**src/design/cms_pkg.sv**
```systemverilog
// Purpose: Shared constants for the streaming complex multiplier
// Assumes: APB register window of 12 address bits, 32-bit data
// Notes: Offsets are byte addresses, one aligned word per register

package cms_pkg;

  // ----------------------------------------------------------------
  // Register map
  // ----------------------------------------------------------------
  localparam int CMS_AW = 12;
  localparam logic [CMS_AW-1:0] CMS_ADDR_CTRL = 12'h000;
  localparam logic [CMS_AW-1:0] CMS_ADDR_STATUS = 12'h004;
  localparam logic [CMS_AW-1:0] CMS_ADDR_COUNT = 12'h008;

  // Control register fields
  localparam int CMS_CTRL_BLOCK_BIT = 0;
  localparam int CMS_CTRL_LAST_LSB = 1;
  localparam int CMS_CTRL_ROUND_BIT = 4;
  localparam int CMS_CTRL_W = 5;
  localparam logic [CMS_CTRL_W-1:0] CMS_CTRL_RST = 5'h11;

  // Status register fields
  localparam int CMS_STAT_FULL_LSB = 0;
  localparam int CMS_STAT_OUTV_BIT = 3;
  localparam int CMS_STAT_RST_BIT = 4;

  // ----------------------------------------------------------------
  // Output last-marker selection
  // ----------------------------------------------------------------
  typedef enum logic [2:0] {
    CMS_LAST_NONE = 3'b000,
    CMS_LAST_A = 3'b001,
    CMS_LAST_B = 3'b010,
    CMS_LAST_CTRL = 3'b011,
    CMS_LAST_OR = 3'b100,
    CMS_LAST_AND = 3'b101
  } cms_last_type;

  // ----------------------------------------------------------------
  // Pipeline and multiplier sizing
  // ----------------------------------------------------------------
  localparam int CMS_AUTO_DEPTH = 4;
  localparam int CMS_MIN_DEPTH = 2;
  localparam int CMS_TAIL_STAGES = 2;
  localparam int CMS_MULT_TILE = 18;

endpackage

```
**src/design/cms_cmul.sv**
```systemverilog
// Purpose: Pipelined complex product core with valid and sideband
// Assumes: Operands signed, i_en is the common advance strobe
// Notes: Depth counts the product stage and the combine stage

`timescale 1ns/100ps
`default_nettype none

module cms_cmul #(
  parameter int AW = 16,
  parameter int BW = 16,
  parameter int PW = 33,
  parameter int SBW = 4,
  parameter bit FOUR = 1'b1,
  parameter int DEPTH = 4
) (
  input wire logic i_clk, // System clock
  input wire logic i_clear, // Synchronous clear of valid flags
  input wire logic i_en, // Pipeline advance
  input wire logic i_valid, // Operands valid
  input wire logic [SBW-1:0] i_sb, // Sideband travelling along
  input wire logic signed [AW-1:0] i_a_re, // A real part
  input wire logic signed [AW-1:0] i_a_im, // A imaginary part
  input wire logic signed [BW-1:0] i_b_re, // B real part
  input wire logic signed [BW-1:0] i_b_im, // B imaginary part
  output logic o_valid, // Product valid
  output logic [SBW-1:0] o_sb, // Delayed sideband
  output logic signed [PW-1:0] o_re, // Product real part
  output logic signed [PW-1:0] o_im // Product imaginary part
);

  localparam int XW = PW + 1;

  logic [DEPTH-1:0] vld;
  logic [SBW-1:0] sb [DEPTH];
  logic signed [PW-1:0] re [1:DEPTH-1];
  logic signed [PW-1:0] im [1:DEPTH-1];
  logic signed [XW-1:0] k1, k2, k3, k4;

  // ----------------------------------------------------------------
  // Product stage, three or four real multipliers
  // ----------------------------------------------------------------
  generate
    if (FOUR) begin : g_m4
      // Four independent products for highest clock rate
      always_ff @(posedge i_clk) begin
        if (i_en) begin
          k1 <= XW'(i_a_re) * XW'(i_b_re);
          k2 <= XW'(i_a_im) * XW'(i_b_im);
          k3 <= XW'(i_a_re) * XW'(i_b_im);
          k4 <= XW'(i_a_im) * XW'(i_b_re);
        end
      end
      // Combine cross products
      always_ff @(posedge i_clk) begin
        if (i_en) begin
          re[1] <= PW'(k1 - k2);
          im[1] <= PW'(k3 + k4);
        end
      end
    end else begin : g_m3
      always_ff @(posedge i_clk) begin
        if (i_en) begin
          k1 <= XW'(i_b_re) * (XW'(i_a_re) + XW'(i_a_im));
          k2 <= XW'(i_a_re) * (XW'(i_b_im) - XW'(i_b_re));
          k3 <= XW'(i_a_im) * (XW'(i_b_re) + XW'(i_b_im));
        end
      end
      assign k4 = '0;
      // Shared term gives both parts
      always_ff @(posedge i_clk) begin
        if (i_en) begin
          re[1] <= PW'(k1 - k3);
          im[1] <= PW'(k1 + k2);
        end
      end
    end
  endgenerate

  // Valid flags shift through every stage
  always_ff @(posedge i_clk) begin
    if (i_clear) begin
      vld <= '0;
    end else if (i_en) begin
      vld <= {vld[DEPTH-2:0], i_valid};
    end
  end

  // Sideband through the first two stages
  always_ff @(posedge i_clk) begin
    if (i_en) begin
      sb[0] <= i_sb;
      sb[1] <= sb[0];
    end
  end

  // ----------------------------------------------------------------
  // Extra delay stages for the configured latency
  // ----------------------------------------------------------------
  generate
    for (genvar i = 2; i < DEPTH; i++) begin : g_dly
      always_ff @(posedge i_clk) begin
        if (i_en) begin
          sb[i] <= sb[i-1];
          re[i] <= re[i-1];
          im[i] <= im[i-1];
        end
      end
    end
  endgenerate

  assign o_valid = vld[DEPTH-1];
  assign o_sb = sb[DEPTH-1];
  assign o_re = re[DEPTH-1];
  assign o_im = im[DEPTH-1];

endmodule

`default_nettype wire

```
**src/design/cms_top.sv**
```systemverilog
// Purpose: Streaming complex multiplier with APB control
// Assumes: Single clock, all stream partners on the same clock
// Notes: Operand words carry the real part low, imaginary part high
//
// Added by the designer: the APB register port and the register addresses.

`timescale 1ns/100ps
`default_nettype none

module cms_top import cms_pkg::*; #(
  parameter int AW = 16, // operand_a_width
  parameter int BW = 16, // operand_b_width
  parameter int OW = 33, // Output part width
  parameter bit ROUND_RANDOM = 1'b0, // Add control channel
  parameter int CTW = 8, // Control data width
  parameter bit HAS_A_LAST = 1'b1,
  parameter bit HAS_B_LAST = 1'b1,
  parameter bit HAS_C_LAST = 1'b0,
  parameter bit HAS_A_USER = 1'b0,
  parameter bit HAS_B_USER = 1'b0,
  parameter bit HAS_C_USER = 1'b0,
  parameter int UAW = 1,
  parameter int UBW = 1,
  parameter int UCW = 1,
  parameter bit FABRIC_MULTIPLIER_BUILD = 1'b0,
  parameter bit OPT_PERF = 1'b0, // Performance goal
  parameter bit LAT_AUTO = 1'b1,
  parameter int MIN_LATENCY = 4
) (
  input wire logic i_ref_clk, // 20 MHz clock
  input wire logic i_rst, // Sync reset, high
  input wire logic i_stream_rst_n, // Stream reset, low
  input wire logic i_aclken, // Clock enable
  input wire logic i_psel, // APB select
  input wire logic i_penable, // APB enable
  input wire logic i_pwrite, // APB write
  input wire logic [CMS_AW-1:0] i_paddr, // APB address
  input wire logic [31:0] i_pwdata, // APB write data
  input wire logic [3:0] i_pstrb, // APB byte strobes
  output logic [31:0] o_prdata, // APB read data
  output logic o_pready, // APB ready
  output logic o_pslverr, // APB error
  input wire logic i_a_tvalid, // A valid
  output logic o_a_tready, // A ready
  input wire logic [2*AW-1:0] i_a_tdata, // A {imag, real}
  input wire logic i_a_tlast, // A last
  input wire logic [UAW-1:0] i_a_tuser, // A user
  input wire logic i_b_tvalid, // B valid
  output logic o_b_tready, // B ready
  input wire logic [2*BW-1:0] i_b_tdata, // B {imag, real}
  input wire logic i_b_tlast, // B last
  input wire logic [UBW-1:0] i_b_tuser, // B user
  input wire logic i_ctrl_tvalid, // Control valid
  output logic o_ctrl_tready, // Control ready
  input wire logic [CTW-1:0] i_ctrl_tdata, // Control data
  input wire logic i_ctrl_tlast, // Control last
  input wire logic [UCW-1:0] i_ctrl_tuser, // Control user
  output logic o_dout_tvalid, // Product valid
  input wire logic i_dout_tready, // Product ready
  output logic [2*OW-1:0] o_dout_tdata, // Product {imag, real}
  output logic o_dout_tlast, // Product last
  output logic [UCW+UBW+UAW-1:0] o_dout_tuser // {ctrl, b, a} user
);

  // ----------------------------------------------------------------
  // Derived sizes and structure choice
  // ----------------------------------------------------------------
  localparam int PW = AW + BW + 1;
  localparam int LSB = (OW < PW) ? PW - OW : 0;
  localparam int LSB_M1 = (LSB > 0) ? LSB - 1 : 0;
  localparam int UW = UCW + UBW + UAW;
  localparam int SBW = UW + 2;
  localparam int MAN_DEPTH = MIN_LATENCY - CMS_TAIL_STAGES;
  localparam int DEPTH = LAT_AUTO ? CMS_AUTO_DEPTH :
    ((MAN_DEPTH > CMS_MIN_DEPTH) ? MAN_DEPTH : CMS_MIN_DEPTH);
  localparam logic signed [PW:0] RND_BIAS =
    (LSB > 0) ? (PW+1)'((64'd1 << LSB_M1) - 64'd1) : '0;

  // Multiplier tiles needed for one real product
  function automatic int tiles(input int aw, input int bw);
    return ((aw + CMS_MULT_TILE - 1) / CMS_MULT_TILE) *
      ((bw + CMS_MULT_TILE - 1) / CMS_MULT_TILE);
  endfunction

  localparam int COST3 = 3 * tiles(AW + 1, BW + 1);
  localparam int COST4 = 4 * tiles(AW, BW);
  localparam bit FOUR = FABRIC_MULTIPLIER_BUILD | OPT_PERF |
    (COST3 > COST4);

  // Refuse configurations the logic cannot serve
  generate
    if (AW < 2 || BW < 2 || OW < 2 || CTW < 1) begin : g_bad_w
      $error("cms_top: widths too small");
    end
    if (ROUND_RANDOM && LSB == 0) begin : g_bad_rnd
      $error("cms_top: rounding needs a nonzero output lsb");
    end
    if (MIN_LATENCY < 1) begin : g_bad_lat
      $error("cms_top: latency must be positive");
    end
  endgenerate

  // ----------------------------------------------------------------
  // Stream reset and advance
  // ----------------------------------------------------------------
  logic clear;
  logic advance;
  logic out_xfer;
  logic [CMS_CTRL_W-1:0] ctrl;
  logic blocking;
  logic round_on;
  cms_last_type last_mode;

  // Reset is registered first, so it acts one cycle late
  always_ff @(posedge i_ref_clk) begin
    clear <= i_rst | ~i_stream_rst_n;
  end

  assign advance = i_aclken & (~o_dout_tvalid | i_dout_tready);
  assign out_xfer = i_aclken & o_dout_tvalid & i_dout_tready;
  assign blocking = ctrl[CMS_CTRL_BLOCK_BIT];
  assign round_on = ctrl[CMS_CTRL_ROUND_BIT] & ROUND_RANDOM;
  assign last_mode = cms_last_type'(ctrl[CMS_CTRL_LAST_LSB +: 3]);

  // ----------------------------------------------------------------
  // Input holding words, one per channel
  // ----------------------------------------------------------------
  logic [2:0] full;
  logic [2:0] in_valid;
  logic [2:0] enab;
  logic [2:0] accept;
  logic [2:0] consume;
  logic [2:0] next_full;
  logic fire;

  assign enab = {ROUND_RANDOM, 1'b1, 1'b1};
  assign in_valid = {i_ctrl_tvalid, i_b_tvalid, i_a_tvalid} & enab;
  // Take a word only where its ready is shown, none just after a clear
  assign accept = in_valid & {o_ctrl_tready, o_b_tready, o_a_tready} &
    {3{i_aclken}};

  // Operation start condition per flow-control mode
  always_comb begin
    if (blocking) begin
      fire = advance & (&(full | ~enab));
    end else begin
      fire = advance & (|(full & enab));
    end
  end

  assign consume = full & {3{fire}};
  assign next_full = (full & ~consume) | accept;

  // Occupancy flags and registered readies
  always_ff @(posedge i_ref_clk) begin
    if (clear) begin
      full <= '0;
      o_a_tready <= 1'b0;
      o_b_tready <= 1'b0;
      o_ctrl_tready <= 1'b0;
    end else if (i_aclken) begin
      full <= next_full;
      o_a_tready <= ~next_full[0];
      o_b_tready <= ~next_full[1];
      o_ctrl_tready <= ~next_full[2] & ROUND_RANDOM;
    end
  end

  logic [2*AW-1:0] a_data;
  logic [2*BW-1:0] b_data;
  logic c_bit;
  logic [2:0] lasts;
  logic [UAW-1:0] a_user;
  logic [UBW-1:0] b_user;
  logic [UCW-1:0] c_user;

  // Capture words; an idle channel keeps its last word
  always_ff @(posedge i_ref_clk) begin
    if (clear) begin
      a_data <= '0;
      b_data <= '0;
      c_bit <= 1'b0;
      lasts <= '0;
      a_user <= '0;
      b_user <= '0;
      c_user <= '0;
    end else begin
      if (accept[0]) begin
        a_data <= i_a_tdata;
        lasts[0] <= i_a_tlast & HAS_A_LAST;
        a_user <= i_a_tuser & {UAW{HAS_A_USER}};
      end
      if (accept[1]) begin
        b_data <= i_b_tdata;
        lasts[1] <= i_b_tlast & HAS_B_LAST;
        b_user <= i_b_tuser & {UBW{HAS_B_USER}};
      end
      if (accept[2]) begin
        c_bit <= i_ctrl_tdata[0];
        lasts[2] <= i_ctrl_tlast & HAS_C_LAST;
        c_user <= i_ctrl_tuser & {UCW{HAS_C_USER}};
      end
    end
  end

  // ----------------------------------------------------------------
  // Output last-marker selection
  // ----------------------------------------------------------------
  logic [2:0] last_mask;
  logic sel_last;

  assign last_mask = {HAS_C_LAST & ROUND_RANDOM, HAS_B_LAST, HAS_A_LAST};

  always_comb begin
    unique case (last_mode)
      CMS_LAST_NONE: sel_last = 1'b0;
      CMS_LAST_A: sel_last = lasts[0];
      CMS_LAST_B: sel_last = lasts[1];
      CMS_LAST_CTRL: sel_last = lasts[2];
      CMS_LAST_OR: sel_last = |(lasts & last_mask);
      CMS_LAST_AND: sel_last = (&(lasts | ~last_mask)) & (|last_mask);
      default: sel_last = 1'b0;
    endcase
  end

  // ----------------------------------------------------------------
  // Complex product core
  // ----------------------------------------------------------------
  logic m_valid;
  logic [SBW-1:0] m_sb;
  logic signed [PW-1:0] m_re;
  logic signed [PW-1:0] m_im;

  cms_cmul #(
    .AW(AW),
    .BW(BW),
    .PW(PW),
    .SBW(SBW),
    .FOUR(FOUR),
    .DEPTH(DEPTH)
  ) u_cmul (
    .i_clk(i_ref_clk),
    .i_clear(clear),
    .i_en(advance),
    .i_valid(fire),
    .i_sb({c_bit & round_on, sel_last, c_user, b_user, a_user}),
    .i_a_re(a_data[AW-1:0]),
    .i_a_im(a_data[2*AW-1:AW]),
    .i_b_re(b_data[BW-1:0]),
    .i_b_im(b_data[2*BW-1:BW]),
    .o_valid(m_valid),
    .o_sb(m_sb),
    .o_re(m_re),
    .o_im(m_im)
  );

  // ----------------------------------------------------------------
  // Scaling: round or truncate, then fit the output width
  // ----------------------------------------------------------------
  function automatic logic [OW-1:0] scale(
    input logic signed [PW-1:0] p,
    input logic r
  );
    logic signed [PW:0] s;
    s = {p[PW-1], p};
    if (LSB > 0 && r) begin
      s = (PW+1)'(s + RND_BIAS + (PW+1)'(1));
    end else if (LSB > 0 && ROUND_RANDOM) begin
      s = (PW+1)'(s + RND_BIAS);
    end
    return OW'(s >>> LSB);
  endfunction

  logic r_valid;
  logic [SBW-2:0] r_sb;
  logic [OW-1:0] r_re;
  logic [OW-1:0] r_im;

  // Rounding stage
  always_ff @(posedge i_ref_clk) begin
    if (clear) begin
      r_valid <= 1'b0;
      r_sb <= '0;
      r_re <= '0;
      r_im <= '0;
    end else if (advance) begin
      r_valid <= m_valid;
      r_sb <= m_sb[SBW-2:0];
      r_re <= scale(m_re, m_sb[SBW-1]);
      r_im <= scale(m_im, m_sb[SBW-1]);
    end
  end

  // Output register holds until accepted downstream
  always_ff @(posedge i_ref_clk) begin
    if (clear) begin
      o_dout_tvalid <= 1'b0;
      o_dout_tdata <= '0;
      o_dout_tlast <= 1'b0;
      o_dout_tuser <= '0;
    end else if (advance) begin
      o_dout_tvalid <= r_valid;
      o_dout_tdata <= {r_im, r_re};
      o_dout_tlast <= r_sb[UW];
      o_dout_tuser <= r_sb[UW-1:0];
    end
  end

  // Delivered product counter
  logic [31:0] count;

  always_ff @(posedge i_ref_clk) begin
    if (clear) begin
      count <= '0;
    end else if (out_xfer) begin
      count <= count + 32'h0000_0001;
    end
  end

  // ----------------------------------------------------------------
  // APB slave
  // ----------------------------------------------------------------
  function automatic logic mapped(input logic [CMS_AW-1:0] a);
    return (a == CMS_ADDR_CTRL) || (a == CMS_ADDR_STATUS) ||
      (a == CMS_ADDR_COUNT);
  endfunction

  logic access;
  logic [31:0] rd_word;

  assign access = i_psel & i_penable;

  // Read multiplexer
  always_comb begin
    rd_word = '0;
    if (i_paddr == CMS_ADDR_CTRL) begin
      rd_word[CMS_CTRL_W-1:0] = ctrl;
    end else if (i_paddr == CMS_ADDR_STATUS) begin
      rd_word[CMS_STAT_FULL_LSB +: 3] = full;
      rd_word[CMS_STAT_OUTV_BIT] = o_dout_tvalid;
      rd_word[CMS_STAT_RST_BIT] = clear;
    end else if (i_paddr == CMS_ADDR_COUNT) begin
      rd_word = count;
    end
  end

  // Ready one cycle into the access phase
  always_ff @(posedge i_ref_clk) begin
    if (i_rst) begin
      o_pready <= 1'b0;
      o_pslverr <= 1'b0;
      o_prdata <= '0;
    end else begin
      o_pready <= access & ~o_pready;
      if (access & ~o_pready) begin
        o_pslverr <= ~mapped(i_paddr);
        o_prdata <= i_pwrite ? 32'h0000_0000 : rd_word;
      end else begin
        o_pslverr <= 1'b0;
      end
    end
  end

  // Control register write on the completing edge
  always_ff @(posedge i_ref_clk) begin
    if (i_rst) begin
      ctrl <= CMS_CTRL_RST;
    end else if (access & o_pready & i_pwrite & i_pstrb[0] &
                 (i_paddr == CMS_ADDR_CTRL)) begin
      ctrl <= i_pwdata[CMS_CTRL_W-1:0];
    end
  end

endmodule

`default_nettype wire

```
**config.mk**
```make
export PLATFORM = sky130hd
export DESIGN_NAME = cms_top
export DESIGN_NICKNAME = d
export VERILOG_FILES = /design/src/design/cms_pkg.sv /design/src/design/cms_cmul.sv /design/src/design/cms_top.sv
export SDC_FILE = /design/constraint.sdc
export NUM_CORES = 2
export LEC_CHECK = 0
export BUFFER_PORTS_ARGS = -buffer_cell sky130_fd_sc_hd__buf_2
export CORE_ASPECT_RATIO = 0.7
export CORE_MARGIN = 1
export CORE_UTILIZATION = 45
export DETAILED_ROUTE_END_ITERATION = 10
export GPL_TIMING_DRIVEN = 0
export PLACE_DENSITY_LB_ADDON = 0.12
export SYNTH_ARGS = -nofsm -noshare
export SYNTH_HDL_FRONTEND = slang
export SYNTH_SLANG_ARGS = --single-unit
```
**constraint.sdc**
```tcl
create_clock -name i_ref_clk -period 13.3 [get_ports i_ref_clk]
set_clock_uncertainty 0.05 [all_clocks]
set_input_delay 0.665 -clock i_ref_clk [delete_from_list [all_inputs] [get_ports i_ref_clk]]
set_output_delay 0.665 -clock i_ref_clk [all_outputs]
set_load 0.05 [all_outputs]
```
* After elaboration in Yosys (flattened, before gate mapping) *
Memory sizes are Yosys's and may differ from the RTL's. A register that Yosys moved wholly into a read port is not among the register bits.
Cells that the tools add are included.
W data, S select, Z words.

storage, ports and cells
  bits in registers = 318
  RAM bits = 218
  input bits = 137
  output and inout bits = 108
  logic and storage cells = 84
  memories = 3

operators by class
  add/subtract/negate cells = 6
  $mul = 3
  eq/ne operators = 6
  mux-type cells = 10
  bitwise operators = 26
  reduce and logical (&&, ||, !) cells = 8

memory list
  name       depth  width  read ports  clocked after memory_dff  write ports  line            text
  u_cmul.im  3      33     3           1                         3            cms_cmul.sv:36  logic signed [PW-1:0] im [1:DEPTH-1];
  u_cmul.re  3      33     3           1                         3            cms_cmul.sv:35  logic signed [PW-1:0] re [1:DEPTH-1];
  u_cmul.sb  4      5      4           1                         4            cms_cmul.sv:34  logic [SBW-1:0] sb [DEPTH];

operator list
  cell                     count
  $mul A16 B17 Y33         3
  $mux W32                 2
  $mux W27                 2
  $add A16 B16 Y17         2
  $add A33 B33 Y33         1
  $sub A33 B33 Y33         1
  $add A32 B1 Y32 const B  1
  $sub A16 B16 Y17         1
  $eq A12 B3 Y1 const B    1
  $eq A12 B4 Y1 const B    1
  $logic_not A12 Y1        1
  $and A1 B1 Y1            11
  $mux W5                  2
  $not A1 Y1               7
  $and A3 B3 Y3            2
  $eq A3 B3 Y1 const B     2
  $reduce_or A2 Y1         3
  $pmux W1 S4              1
  $reduce_and A2 Y1        2
  $and A2 B3 Y3            1
  $eq A3 B1 Y1 const B     1
  $eq A3 B2 Y1 const B     1
  $mux W1                  3
  $not A3 Y3               1
  other kinds (4)          6

* Longest topological paths before layout *
  word-level depth = 10
  depth in mapped cells = 35
  gate-level depth less buffers = 34

* Cells and area by module *
A second synthesis with hierarchy kept.

unflattened totals
  cells, all modules = 6,127
  area total of the unflattened synthesis = 58,255.9 sq um

by module, submodules not included
  module    instances  cells each  area an instance (sq um)  seq. area each (sq um)
  cms_cmul  1          4,840       47,879.7                  9,599.2
  cms_top   1          1,287       10,376.2                  5,705.5

* Worst setup path before layout *
No wires, ideal clock.

  kind = in2reg
  start = input i_aclken
  end = memory u_cmul.im[1][0], enable pin
  library setup time = 0.783 ns
  arrival = 9.529 ns
  data required time = 12.467 ns
  path slack = 2.938 ns
  stages = 4
  buffers on the path = 2
  path through = clkbuf_1 > o21ai_1 > inv_1 > clkbuf_1

RTL lines
  element          line            text
  start, declared  cms_top.sv:33   input wire logic i_aclken,
  end, declared    cms_cmul.sv:36

* Final worst setup path *
  start = register b_data[8]
  end = register u_cmul.k3[32], data pin

on the way
  cells in the longest elaborated chain, start to end = 2

RTL lines
  element                 line            text
  start, declared         cms_top.sv:170  logic [2*BW-1:0] b_data;
  start signal, assigned  cms_top.sv:194  b_data <= i_b_tdata;
  $add A16 B16 Y17        cms_cmul.sv:65  k3 <= XW'(i_a_im) * (XW'(i_b_re) + XW'(i_b_im));
  $mul A16 B17 Y33        cms_cmul.sv:65
  end signal, assigned    cms_cmul.sv:65
  end, declared           cms_cmul.sv:37  logic signed [XW-1:0] k1, k2, k3, k4;

No other way between the ends.
A chain may end at the register's enable or synchronous reset.

==> results.yml <==
yosys:
  synth_top_family_by_area: "adder cells"
  synth_xor_area_share_pct: 3.46
  synthAdderAreaFrac_pct: 38.0
  muxShareOfSynthArea_pct: 0.495
  synthFlopType: "edfxtp_1"
  synth_seq_cells: 584
  yosys.area_share.simple_pct: 14.7
  synth_cells: 5840
  synth-edff-count: 301
  synth_compound_area_share_pct: 8.17
  syn_area_per_cell_um2: 9.57
  ys_async_sr_fraction_pct: 0
  netlist_area_um2: 55900
  synth-seq-area-share_pct: 26.3
  yosys_warnings: 0
  ys_types: 86
place:
  portBuffers: 196
  hpwl_um: 135000
  place.gp.congestion: 0.966
drt:
  ant_nets: 0
  wl_per_cell_um: 20.5
  drt_wl_total_um: 159000
  avgViaCountPerCell: 5.12
  via_count: 39900
  drc: 0
  wl_met2_um: 62800
  first_iter_violations: 3427
  drt_first_pass_iters: 6
  wl_met1_um: 79000
  routed.top_layer: "met5"
  wl_met3_um: 15100
global_routing:
  grt_use_total_pct: 25.6
  grt_overflow: 0
  grt_max_degree: 74
  grt_pass1_wl_um: 244000
  antenna_found_initial: 13
  first_global_vias: 39000
sta:
  setup_viol_count_final: 0
  rsz0062_at_grt: "no"
  max_freq_mhz: 76.9
  tightest_slew_ns: 1.43
  min_period_over_period_pct: 97.7
  tns_ns: 0
  drv_slew: 0
  period_minus_slack_ns: 13.00
  maxSlewHeadroom_pct: 4.07
  timing_hold_violations_final: 0
clock_tree:
  clockRootBuffer: "clkbuf_16"
  clockBufferDepth: 3
  cts-buffers-inserted: 57
  cts_tree: "done"
  cts-resized-gates: 0
  htree_levels: 2
  cts.clk_slew.worst_paths_ns: 0.07
  worstSkewPairLatency_ns: 0.68
  postCtsHoldBufs: 0
  cts_sinks: 584
  cts_setup_buffers: 0
setup_path:
  cp_slowest_cell: "xnor2_1"
  cp.required_ns: 13.45
  crit_top_cell: "fa_1"
  critical_path_arrival_ns: 13.15
  worstPathMaxFanout: 10
  reg2regPathDepth: 31
  cp-end-kind: "register"
  critPathLaunchType: "register"
  path_class: "register to register"
  slowest_delay_ns: 1.11
cells_and_area:
  nets: 7437
  layout_common_cells: "inv_1, nand2_1, fa_1"
  drive_gt1_share_pct: 6.18
  final_util_pct: 49.8
  area_growth_pct: 9.12
  final_common_cell: "inv_1"
  fill_cells: 11700
power_and_ir_drop:
  vdd_drop_max_v: 0.0000991
  power_density_nw_per_um2: 65.4
  p_leak_nw: 28.1
floorplan:
  fp.dieH_um: 297
  io_pins: 245
  rows: 107
  core_um2: 122000
  dieArea_um2: 126000
  fp.dieW_um: 423
  initial_core_util_pct: 45.7
flow_run:
  drv_cap: 0
min_path:
  hold_depth: 2
  min_path_type: "primary input to register"
status:
  status: "complete, no violations"
## critical path, delay by kind of cell, from the launching register on
family,cells,cell delay [ns]
adder cells (fa/ha/maj),8,3.82
XOR/XNOR,2,2.15
AND/OR/NAND/NOR,2,0.24
buffers and inverters,9,2.44
flip-flops,1,0.48
AO/OA/AOI/OAI,10,3.30
## cells in the mapped netlist, types with 5 or more instances
cell | instances | area (um^2)
o211ai_1 | 14 | 105
nor3_1 | 50 | 250
o31ai_1 | 6 | 45.0
buf_2 | 16 | 80.1
a2111oi_0 | 8 | 70.1
and2_1 | 314 | 1960
a21o_1 | 46 | 345
and3_1 | 30 | 188
a31o_2 | 6 | 52.6
nand2b_1 | 61 | 382
clkbuf_1 | 209 | 785
nand4_1 | 16 | 100
xnor2_1 | 157 | 1380
or2_2 | 15 | 93.8
a21boi_0 | 7 | 52.6
o31a_1 | 6 | 52.6
o21ai_0 | 87 | 435
inv_1 | 1057 | 3970
nor4_1 | 7 | 43.8
buf_1 | 12 | 45.0
edfxtp_1 | 301 | 9040
o221ai_1 | 5 | 43.8
or3_1 | 18 | 113
a211o_1 | 5 | 43.8
o21a_1 | 32 | 240
mux2i_1 | 13 | 130
a22oi_1 | 28 | 210
mux2_2 | 13 | 146
a211oi_1 | 22 | 165
nor2_1 | 240 | 901
xor2_1 | 64 | 561
fa_1 | 833 | 16700
a21oi_1 | 358 | 1790
o21ai_1 | 14 | 70.1
a31oi_1 | 10 | 62.6
ha_1 | 365 | 4570
dfxtp_1 | 283 | 5670
nand2_1 | 888 | 3330
nor2b_1 | 67 | 419
o21bai_1 | 22 | 165
nand3_1 | 50 | 250
## area by class of cell
cell class	count	area, um^2	share of cell area [%]
diodes	3	7.51	0.0123
plain buffers	242	955	1.57
clock buffers	65	1520	2.49
clock inverters	42	404	0.663
inverters	1057	3970	6.51
multi-input cells	3960	36300	59.5
flip-flops and latches	584	14700	24.1
well taps	1635	2050	3.36
repair buffers	200	1090	1.79
## report_power, final
group | leakage [nW] | switching [mW] | internal [mW]
Combinational | 21.9 | 0.217 | 0.0976
Clock | 0.916 | 0.739 | 0.923
Sequential | 5.28 | 0.0305 | 1.98
## sequential cells by signal, summed over array words and instances, names as in the netlist, 2 cells and up
register,cells
a_data,32
b_data,32
count,32
ctrl,5
full,3
lasts,2
o_dout_tdata,66
o_prdata,32
r_im,33
r_re,33
u_cmul.im,99
u_cmul.k1,33
u_cmul.k2,33
u_cmul.k3,33
u_cmul.re,99
u_cmul.sb,4
u_cmul.vld,4
## through the flow
stage	area (um^2)	instances	setup slack, ns	hold WS, ns	power (mW)
2_1_floorplan	55900	5843	2.94	0.350	2.25
3_3_place_gp	58900	7674	-1.26	0.353	2.38
3_5_place_dp	59000	7678	1.00	0.355	2.36
4_1_cts	60900	7785	0.903	0.152	4.03
5_1_grt	61000	7786	0.129	0.172	4.13
6_report	61000	7788	0.300	0.176	3.99
## worst paths after layout
check                       startpoint                         to  slack, ns
max             b_data[8]$_SDFFE_PP0P_    u_cmul.k3[32]$_DFFE_PP_       0.30
min                     i_stream_rst_n              clear$_DFF_P_       0.18
max reg2reg     b_data[8]$_SDFFE_PP0P_    u_cmul.k3[32]$_DFFE_PP_       0.30
min reg2reg  u_cmul.im[2][5]$_DFFE_PP_  u_cmul.im[3][5]$_DFFE_PP_       0.35
## per-layer routing
| layer | GRT usage, % | vias to the layer above |
|---|---|---|
| li1 | - | 18800 |
| met4 | 4.18 | 10 |
| met1 | 40.8 | 19600 |
| met3 | 6.56 | 142 |
| met5 | 0 | - |
| met2 | 34.7 | 1336 |
## logic make-up after synthesis
| kind of cell | after synthesis |
|---|---|
| AOI/OAI and AO/OA | 734 |
| xor gates and xnor gates | 221 |
| adders and majority gates | 1198 |
| buffers and inverters | 1299 |
| DFF | 584 |
| muxes | 26 |
| other | 1 |
| and+or+nand+nor | 1777 |
(Power assumes the default switching activity.)
